==> config.mk <==
export PLATFORM = sky130hd
export DESIGN_NAME = adc_top
export DESIGN_NICKNAME = d
export VERILOG_FILES = /design/src/design/unused.sv /design/src/design/adc_pkg.sv /design/src/design/adc_sync.sv /design/src/design/adc_top.sv
export SDC_FILE = /design/constraint.sdc
export NUM_CORES = 1
export LEC_CHECK = 0
export BUFFER_PORTS_ARGS = -buffer_cell sky130_fd_sc_hd__buf_2
export CAP_MARGIN = 0
export CORE_MARGIN = 2
export CORE_UTILIZATION = 57
export DETAILED_ROUTE_END_ITERATION = 10
export PLACE_DENSITY = 0.85
export SKIP_LAST_GASP = 1
export SLEW_MARGIN = 30
export SYNTH_ARGS = -nofsm -noshare
export SYNTH_HDL_FRONTEND = slang
export SYNTH_HIERARCHICAL = 1
export SYNTH_SLANG_ARGS = --single-unit
export TNS_END_PERCENT = 100
==> constraint.sdc <==
create_clock -name clock_i -period 6.9 [get_ports clock_i]
set_input_delay 1.035 -clock clock_i [delete_from_list [all_inputs] [get_ports clock_i]]
set_output_delay 1.035 -clock clock_i [all_outputs]
set_load 0.02 [all_outputs]
==> src/design/unused.sv <==
// Spare design source: holds no logic

==> src/design/adc_pkg.sv <==
// Package: constants and types for the autodial adapter control block
package adc_pkg;

    // ****************************************
    // Command codes
    // ****************************************
    localparam logic [7:0] CMD_DIAL       = 8'h05;
    localparam logic [7:0] CMD_LINE_CLEAR = 8'h01;
    localparam logic [7:0] CMD_ABORT      = 8'h02;

    // ****************************************
    // Dial codes (low nibble of a dial byte)
    // ****************************************
    localparam logic [3:0] DIGIT_MAX      = 4'h9;
    localparam logic [3:0] DIAL_END_CODE  = 4'hB;
    localparam logic [3:0] NUM_END_CODE   = 4'hC;
    localparam logic [3:0] DELAY_CODE     = 4'hF;

    // ****************************************
    // Register map (word offsets in bytes)
    // ****************************************
    localparam logic [3:0] OFS_CMD        = 4'h0;
    localparam logic [3:0] OFS_DIAL       = 4'h4;
    localparam logic [3:0] OFS_STATUS     = 4'h8;
    localparam logic [3:0] OFS_IRQ_STAT   = 4'hC;
    localparam logic [3:0] OFS_IRQ_MASK   = 4'h0;
    localparam logic       PAGE_MAIN      = 1'b0;
    localparam logic       PAGE_IRQ       = 1'b1;

    // Status and interrupt bit positions
    localparam int ST_CALL_REQ   = 0;
    localparam int ST_UNIT_FAULT = 1;
    localparam int ST_ABORT_RTRY = 2;
    localparam int ST_LINE_USE   = 3;
    localparam int ST_POWER_OK   = 4;
    localparam int ST_ANSWERED   = 5;
    localparam int ST_DIAL_BUSY  = 6;
    localparam int ST_TERM_RDY   = 7;
    localparam int IRQ_W         = 4;
    localparam int IRQ_FAULT     = 0;
    localparam int IRQ_ANSWER    = 1;
    localparam int IRQ_DIAL_DONE = 2;
    localparam int IRQ_CODE_TAKE = 3;

    // ****************************************
    // Timing
    // ****************************************
    localparam int CLK_HZ        = 40_000_000;
    localparam int DELAY_MS      = 1000;
    localparam int DELAY_CYC     = CLK_HZ / 1000 * DELAY_MS;
    localparam int STROBE_NS     = 100;
    localparam int STROBE_CYC    = (STROBE_NS * (CLK_HZ / 1_000_000) + 999) / 1000;

    typedef enum logic [1:0] {DL_IDLE, DL_STROBE, DL_PAUSE} adc_dial_type;

endpackage

==> src/design/adc_sync.sv <==
// Two-flip-flop synchroniser for a group of level inputs
`timescale 1ns/1ps
`default_nettype none
module adc_sync
#(
    parameter int W = 1
)
(
    input  wire logic         clock_i,
    input  wire logic         arst_n_i,
    input  wire logic [W-1:0] async_i,
    output var  logic [W-1:0] sync_o
);
    logic [W-1:0] meta_ff;

    // ****************************************
    // Per-bit double register
    // ****************************************
    genvar g;
    generate
        for (g = 0; g < W; g++)
        begin : g_bit
            // First stage feeds only the second stage
            always_ff @(posedge clock_i or negedge arst_n_i)
            begin
                if (!arst_n_i)
                begin
                    meta_ff[g] <= 1'b0;
                    sync_o[g]  <= 1'b0;
                end
                else
                begin
                    meta_ff[g] <= async_i[g];
                    sync_o[g]  <= meta_ff[g];
                end
            end
        end
    endgenerate
endmodule
`default_nettype wire

==> src/design/adc_top.sv <==
// Autodial adapter control: call request, dial code output, Avalon-MM registers
//
// Notes on behaviour
// - Dial command raises originate request only if line free and power present.
// - Failed dial precondition leaves originate request unchanged for that command.
// - Dial with line in use, modem not answered: unit fault plus abort-retry.
// - Dial with line in use and modem answered: no unit fault.
// - Dial with calling unit power absent: unit fault plus abort-retry.
// - Dial bytes pass one at a time, no control table lookup.
// - Upper nibble of each dial byte is discarded; low nibble is the code.
// - Codes 0-9 digits, 1011 end dial, 1100 end number, 1111 delay.
// - Delay code is not dialed; it pauses about one second, may repeat.
//
// Design decisions made here: the register offsets and the Avalon-MM interface to the registers.
`timescale 1ns/1ps
`default_nettype none
module adc_top
#(
    parameter int DELAY_CYCLES = adc_pkg::DELAY_CYC
)
(
    input  wire logic        clock_i,
    input  wire logic        arst_n_i,
    // Avalon-MM slave
    input  wire logic [4:0]  avs_address_i,
    input  wire logic        avs_read_i,
    input  wire logic        avs_write_i,
    input  wire logic [31:0] avs_writedata_i,
    input  wire logic [3:0]  avs_byteenable_i,
    output var  logic [31:0] avs_readdata_o,
    output var  logic        avs_waitrequest_o,
    output var  logic        irq_o,
    // Calling unit and modem pins
    input  wire logic        line_in_use_i,
    input  wire logic        calling_unit_power_ok_i,
    input  wire logic        modem_answered_i,
    input  wire logic        present_next_digit_i,
    output var  logic        call_request_o,
    output var  logic        terminal_ready_o,
    output var  logic [3:0]  dial_code_o,
    output var  logic        digit_present_o
);
    // ****************************************
    // Pin synchronisation
    // ****************************************
    logic [3:0] pin_sync;
    logic       line_use_s;
    logic       power_ok_s;
    logic       answered_s;
    logic       pnd_s;

    adc_sync #(.W(4)) u_sync
    (
        .clock_i  (clock_i),
        .arst_n_i (arst_n_i),
        .async_i  ({present_next_digit_i, modem_answered_i,
                    calling_unit_power_ok_i, line_in_use_i}),
        .sync_o   (pin_sync)
    );

    assign line_use_s = pin_sync[0];
    assign power_ok_s = pin_sync[1];
    assign answered_s = pin_sync[2];
    assign pnd_s      = pin_sync[3];

    // ****************************************
    // Bus decode
    // ****************************************
    logic       pending_ff;
    logic       acc_wr;
    logic       acc_rd;
    logic [3:0] ofs;
    logic       page;
    logic       wr_cmd;
    logic       wr_dial;
    logic       wr_istat;
    logic       wr_imask;
    logic [7:0] cmd_byte;

    // One wait cycle: answer on the second edge of every access
    always_ff @(posedge clock_i or negedge arst_n_i)
    begin
        if (!arst_n_i)
            pending_ff <= 1'b0;
        else if (pending_ff)
            pending_ff <= 1'b0;
        else
            pending_ff <= avs_read_i | avs_write_i;
    end

    assign ofs      = {avs_address_i[1:0], 2'b00};
    assign page     = avs_address_i[2];
    assign acc_wr   = avs_write_i & pending_ff;
    assign acc_rd   = avs_read_i & pending_ff;
    assign cmd_byte = avs_writedata_i[7:0];
    assign wr_cmd   = acc_wr & avs_byteenable_i[0] & (page == adc_pkg::PAGE_MAIN)
                      & (ofs == adc_pkg::OFS_CMD);
    assign wr_dial  = acc_wr & avs_byteenable_i[0] & (page == adc_pkg::PAGE_MAIN)
                      & (ofs == adc_pkg::OFS_DIAL);
    assign wr_istat = acc_wr & avs_byteenable_i[0] & (page == adc_pkg::PAGE_MAIN)
                      & (ofs == adc_pkg::OFS_IRQ_STAT);
    assign wr_imask = acc_wr & avs_byteenable_i[0] & (page == adc_pkg::PAGE_IRQ)
                      & (ofs == adc_pkg::OFS_IRQ_MASK);

    logic is_dial_cmd;
    logic is_clear_cmd;
    logic is_abort_cmd;

    assign is_dial_cmd  = wr_cmd & (cmd_byte == adc_pkg::CMD_DIAL);
    assign is_clear_cmd = wr_cmd & (cmd_byte == adc_pkg::CMD_LINE_CLEAR);
    assign is_abort_cmd = wr_cmd & (cmd_byte == adc_pkg::CMD_ABORT);

    // ****************************************
    // Call request and fault status
    // ****************************************
    logic dial_ok;
    logic dial_fault;
    logic unit_fault_ff;
    logic abort_retry_ff;

    assign dial_ok    = !line_use_s & power_ok_s;
    // Line busy with modem answered is not a fault
    assign dial_fault = (line_use_s & !answered_s) | !power_ok_s;

    // Clear or abort outranks a dial written in the same cycle (cannot coincide)
    always_ff @(posedge clock_i or negedge arst_n_i)
    begin
        if (!arst_n_i)
            call_request_o <= 1'b0;
        else if (is_clear_cmd | is_abort_cmd)
            call_request_o <= 1'b0;
        else if (is_dial_cmd & dial_ok)
            call_request_o <= 1'b1;
    end

    // Terminal ready rises with a good dial, drops with the call request
    always_ff @(posedge clock_i or negedge arst_n_i)
    begin
        if (!arst_n_i)
            terminal_ready_o <= 1'b0;
        else if (is_clear_cmd | is_abort_cmd)
            terminal_ready_o <= 1'b0;
        else if (is_dial_cmd & dial_ok)
            terminal_ready_o <= 1'b1;
    end

    // Fault sense: re-evaluated on each dial, cleared by line clear
    always_ff @(posedge clock_i or negedge arst_n_i)
    begin
        if (!arst_n_i)
        begin
            unit_fault_ff  <= 1'b0;
            abort_retry_ff <= 1'b0;
        end
        else if (is_dial_cmd)
        begin
            unit_fault_ff  <= dial_fault;
            abort_retry_ff <= dial_fault;
        end
        else if (is_clear_cmd)
        begin
            unit_fault_ff  <= 1'b0;
            abort_retry_ff <= 1'b0;
        end
    end

    // ****************************************
    // Dial byte path and delay pacing
    // ****************************************
    adc_pkg::adc_dial_type dl_state_ff;
    logic [31:0]           dl_cnt_ff;
    logic                  code_full_ff;
    logic [3:0]            code_ff;
    logic                  dial_done_ev;
    logic                  code_take_ev;
    logic                  pnd_d_ff;
    logic                  pnd_rise;

    // Only the low nibble is kept; no table lookup on dial bytes
    always_ff @(posedge clock_i or negedge arst_n_i)
    begin
        if (!arst_n_i)
        begin
            code_full_ff <= 1'b0;
            code_ff      <= 4'h0;
        end
        else if (wr_dial & !code_full_ff & call_request_o)
        begin
            code_full_ff <= 1'b1;
            code_ff      <= avs_writedata_i[3:0];
        end
        else if (code_take_ev | is_clear_cmd | is_abort_cmd)
            code_full_ff <= 1'b0;
    end

    always_ff @(posedge clock_i or negedge arst_n_i)
    begin
        if (!arst_n_i)
            pnd_d_ff <= 1'b0;
        else
            pnd_d_ff <= pnd_s;
    end

    assign pnd_rise = pnd_s & !pnd_d_ff;

    // Digit, end codes go out on the pins; delay only waits
    always_ff @(posedge clock_i or negedge arst_n_i)
    begin
        if (!arst_n_i)
        begin
            dl_state_ff     <= adc_pkg::DL_IDLE;
            dl_cnt_ff       <= 32'h0000_0000;
            dial_code_o     <= 4'h0;
            digit_present_o <= 1'b0;
        end
        else if (is_clear_cmd | is_abort_cmd)
        begin
            dl_state_ff     <= adc_pkg::DL_IDLE;
            digit_present_o <= 1'b0;
        end
        else
        begin
            case (dl_state_ff)
                adc_pkg::DL_IDLE:
                begin
                    if (code_full_ff & (code_ff == adc_pkg::DELAY_CODE))
                    begin
                        dl_state_ff <= adc_pkg::DL_PAUSE;
                        dl_cnt_ff   <= 32'(DELAY_CYCLES - 1);
                    end
                    else if (code_full_ff)
                    begin
                        dial_code_o     <= code_ff;
                        digit_present_o <= 1'b1;
                        dl_state_ff     <= adc_pkg::DL_STROBE;
                    end
                end
                adc_pkg::DL_STROBE:
                begin
                    if (pnd_rise)
                    begin
                        digit_present_o <= 1'b0;
                        dl_state_ff     <= adc_pkg::DL_IDLE;
                    end
                end
                adc_pkg::DL_PAUSE:
                begin
                    if (dl_cnt_ff == 32'h0000_0000)
                        dl_state_ff <= adc_pkg::DL_IDLE;
                    else
                        dl_cnt_ff <= dl_cnt_ff - 32'h0000_0001;
                end
                default:
                    dl_state_ff <= adc_pkg::DL_IDLE;
            endcase
        end
    end

    // A code is consumed when its strobe is acknowledged or its pause ends
    assign code_take_ev = ((dl_state_ff == adc_pkg::DL_STROBE) & pnd_rise)
                          | ((dl_state_ff == adc_pkg::DL_PAUSE)
                             & (dl_cnt_ff == 32'h0000_0000));
    assign dial_done_ev = (dl_state_ff == adc_pkg::DL_STROBE) & pnd_rise
                          & (dial_code_o == adc_pkg::DIAL_END_CODE);

    // ****************************************
    // Interrupts
    // ****************************************
    logic [adc_pkg::IRQ_W-1:0] irq_stat_ff;
    logic [adc_pkg::IRQ_W-1:0] irq_mask_ff;
    logic [adc_pkg::IRQ_W-1:0] irq_ev;
    logic                      ans_d_ff;

    always_ff @(posedge clock_i or negedge arst_n_i)
    begin
        if (!arst_n_i)
            ans_d_ff <= 1'b0;
        else
            ans_d_ff <= answered_s;
    end

    always_comb
    begin
        irq_ev                         = '0;
        irq_ev[adc_pkg::IRQ_FAULT]     = is_dial_cmd & dial_fault;
        irq_ev[adc_pkg::IRQ_ANSWER]    = answered_s & !ans_d_ff & call_request_o;
        irq_ev[adc_pkg::IRQ_DIAL_DONE] = dial_done_ev;
        irq_ev[adc_pkg::IRQ_CODE_TAKE] = code_take_ev;
    end

    // Set wins over write-one-to-clear in the same cycle
    always_ff @(posedge clock_i or negedge arst_n_i)
    begin
        if (!arst_n_i)
            irq_stat_ff <= '0;
        else if (wr_istat)
            irq_stat_ff <= (irq_stat_ff & ~avs_writedata_i[adc_pkg::IRQ_W-1:0]) | irq_ev;
        else
            irq_stat_ff <= irq_stat_ff | irq_ev;
    end

    always_ff @(posedge clock_i or negedge arst_n_i)
    begin
        if (!arst_n_i)
            irq_mask_ff <= '0;
        else if (wr_imask)
            irq_mask_ff <= avs_writedata_i[adc_pkg::IRQ_W-1:0];
    end

    always_ff @(posedge clock_i or negedge arst_n_i)
    begin
        if (!arst_n_i)
            irq_o <= 1'b0;
        else
            irq_o <= |(irq_stat_ff & irq_mask_ff);
    end

    // ****************************************
    // Read mux and wait request
    // ****************************************
    logic [31:0] status_word;
    logic [31:0] rd_word;

    always_comb
    begin
        status_word                         = 32'h0000_0000;
        status_word[adc_pkg::ST_CALL_REQ]   = call_request_o;
        status_word[adc_pkg::ST_UNIT_FAULT] = unit_fault_ff;
        status_word[adc_pkg::ST_ABORT_RTRY] = abort_retry_ff;
        status_word[adc_pkg::ST_LINE_USE]   = line_use_s;
        status_word[adc_pkg::ST_POWER_OK]   = power_ok_s;
        status_word[adc_pkg::ST_ANSWERED]   = answered_s;
        status_word[adc_pkg::ST_DIAL_BUSY]  = code_full_ff;
        status_word[adc_pkg::ST_TERM_RDY]   = terminal_ready_o;
        rd_word                             = 32'h0000_0000;
        if (page == adc_pkg::PAGE_IRQ)
        begin
            if (ofs == adc_pkg::OFS_IRQ_MASK)
                rd_word = {28'h000_0000, irq_mask_ff};
        end
        else if (ofs == adc_pkg::OFS_STATUS)
            rd_word = status_word;
        else if (ofs == adc_pkg::OFS_IRQ_STAT)
            rd_word = {28'h000_0000, irq_stat_ff};
    end

    // Unmapped reads return zero, writes are dropped
    always_ff @(posedge clock_i or negedge arst_n_i)
    begin
        if (!arst_n_i)
            avs_readdata_o <= 32'h0000_0000;
        else if (avs_read_i & !pending_ff)
            avs_readdata_o <= rd_word;
    end

    // Waitrequest low for one cycle once the access has been registered
    always_ff @(posedge clock_i or negedge arst_n_i)
    begin
        if (!arst_n_i)
            avs_waitrequest_o <= 1'b1;
        else
            avs_waitrequest_o <= !((avs_read_i | avs_write_i) & !pending_ff);
    end

    logic unused_rd;
    assign unused_rd = acc_rd;
endmodule
`default_nettype wire

==> results_dict.tcl <==
set metrics [dict create \
    rsz0062_at_grt "false" \
    min_path_type "flop to flop" \
    p_per_area_nw_per_um2 231.6 \
    cp_max_fo 22 \
    placement.io_buffers 36 \
    postSynthCellCount 373 \
    io_pins 90 \
    cts.repair.resized 0 \
    crit_chain "buf_2 -> nor4_1 -> nand4_1 -> nand2b_1 -> o21ai_0 -> a21o_1" \
    drive_gt1_share_pct 18.09 \
    ys_ff_latch 75 \
    cts_buffers 9 \
    grt_max_degree 76 \
    rows 29 \
    synth_largest_area_cell "dfrtp_1" \
    skew_ns 0.01137 \
    vias_per_cell 5.930 \
    yosysMostFrequentCell "dfrtp_1" \
    max_freq_mhz 330.3 \
    post_drt_wl_per_cell_microns 15.57 \
    drc 0 \
    cts_buffer_depth 2 \
    critPathSlowestCell "nand2b_1" \
    die_width_microns 85.64 \
    cp.arrival_ns 3.27 \
    max-slew-margin-rel_pct 41.74 \
    antenna_found_initial 0 \
    diodes 0 \
    synth_edf_count 0 \
    worst_slew_pin_slew_ns 0.8738 \
    ys.flop_type "dfrtp_1" \
    ctsHtreeMaxLevel 3 \
    p_leak_nw 1.821 \
    synth_async_sr_flop_share_pct 100.0 \
    tns_ns 0 \
    die_y_microns 85.64 \
    dieArea_sq_um 7333 \
    clock-root-buffer "clkbuf_8" \
    grt_use_total_pct 21.80 \
    ys_seq_area_share_pct 49.44 \
    maxCapViolations 0 \
    avgSynthCellArea_sq_um 10.18 \
    holdWs_ns 0.3556 \
    routed_wl_mm 7.566 \
    path_clk_slew_ns 0.09 \
    area_growth_pct 8.103 \
    min_period_over_period_pct 43.88 \
    cts_tree "yes" \
    vias 2882 \
    gr-total-overflow 0 \
    yosys-top-cells-area "dfrtp_1, buf_4, mux2i_1" \
    fillCellCount 496 \
    setup_slack_ns 3.872 \
    ctsHoldBuffers 0 \
    post-dp-hpwl_mm 5.169 \
    place_congestion 0.8297 \
    ys_warn_count 6 \
    ant_nets 0 \
    endpoint_kind "flop" \
    pre_cts_slack_ns 3.535 \
    ir_worst_vdd_mv 0.1609 \
    worstPathRequired_ns 7.15 \
    grt_pass1_vias 2818 \
    nNetsFinal 455 \
    synthTopCellsByCount "dfrtp_1, nand2_1, buf_4" \
    post-cts-setup-buffers 0 \
    synth_cell_types 57 \
    synth_area_sq_um 3799 \
    final.min_clock_period_ns 3.028 \
    yosysTopAreaCellShare_pct 48.75 \
    grt_pass1_wl_mm 12.70 \
    run_status "completed" \
    crit_type "primary input to flop" \
    cts.sinks 75 \
    clk_latency_ns 0.36 \
    hold_viol_final 0 \
    start_kind "primary input" \
    setup_viol 0 \
    design.core.area_sq_um 6386 \
    drtPass1Iterations 4 \
    drt-initial-drc-count 279 \
    finalMaxSlewViolations 0 \
    slowest_delay_ns 0.79 \
    initial_utilization_pct 59.48 \
]
-- critical path, delay by kind of cell --
kind            cells  cell delay, ns
simple gates        3            1.62
compound gates      2            0.42
buf+inv             1            0.19
-- flip-flops by register name (all words and copies together) (netlist names), 4 cells and up --
| name | cells |
|---|---|
| dial_code_o | 4 |
| code_ff | 4 |
| irq_mask_ff | 4 |
| u_sync/meta_ff | 4 |
| irq_stat_ff | 4 |
| u_sync/sync_o | 4 |
| avs_readdata_o | 8 |
| dl_cnt_ff | 32 |
-- cells in the final DEF, fill, tap and decap left out, types with 7 or more instances in the layout --
cell type  netlist  routed
a21oi_1         15      15
and3_1           7       7
buf_2            3      36
clkbuf_8         0       9
conb_1           1      24
dfrtp_1         74      74
mux2_2           8       8
mux2i_1         15      15
nand2_1         36      36
nand3_1         12      12
nand4_1         12      12
nor2_1          20      19
nor3_1          15      15
o21ai_0         14      14
o21ai_1          9       9
or3_1            9       9
-- cells by family after synthesis --
family | synth area share [%]
muxes | 7.510
DFF | 49.44
and+or+nand+nor | 25.13
adders and majority gates | 0.3293
xor gates and xnor gates | 0.6918
other | 0.09872
buffers and inverters | 6.917
AOI/OAI and AO/OA | 9.881
-- routing by layer --
| metal | share of wire (%) | GRT usage (%) | up-vias |
|---|---|---|---|
| li1 | - | - | 1389 |
| met1 | 44 | 27.84 | 1394 |
| met2 | 49 | 36.58 | 87 |
| met3 | 5.4 | 3.850 | 12 |
| met4 | 1.8 | 9.524 | 0 |
| met5 | 0 | 0 | - |
-- power breakdown --
part	total (mW)	switching, mW	internal [mW]
registers	0.517	0.0391	0.478
clock network	0.309	0.177	0.133
logic	0.125	0.0750	0.0498
total	0.951	0.291	0.660
-- path summary, 6_finish.rpt --
path	start	to	slack, ns	cells after the start
setup / recovery	avs_address_i[0]	digit_present_o	3.87	6
hold / removal	u_sync/meta_ff[2]	u_sync/sync_o[2]	0.36	0
setup reg to reg	dl_cnt_ff[0]	dl_cnt_ff[2]	4.05	7
hold reg to reg	u_sync/meta_ff[2]	u_sync/sync_o[2]	0.36	0
max in group asynchronous	arst_n_i	dl_cnt_ff[21]	5.66	2
min in group asynchronous	arst_n_i	dl_state_ff[0]	0.80	2
-- through the flow --
step	total power, mW	utilization (%)	std cells	cell area, sq um
global placement	0.6406	61.46	471	3925
global route	0.9935	64.30	486	4106
CTS	0.9518	64.20	486	4100
finish	0.9510	64.30	486	4106
detailed placement	0.6494	61.46	471	3925
floorplan	0.6146	-	396	3885
-- layout make-up --
class / instances / area (sq um) / share of cell area (%)
inverters: 5 / 18.77 / 0.4570
clock inverters: 6 / 51.30 / 1.249
clock buffers: 9 / 123.9 / 3.016
multi-input cells: 277 / 1747 / 42.54
repair buffers: 37 / 191.4 / 4.662
flip-flops and latches: 75 / 1878 / 45.73
well taps: 77 / 96.34 / 2.346
No activity file was read; power rests on OpenSTA's default activity.
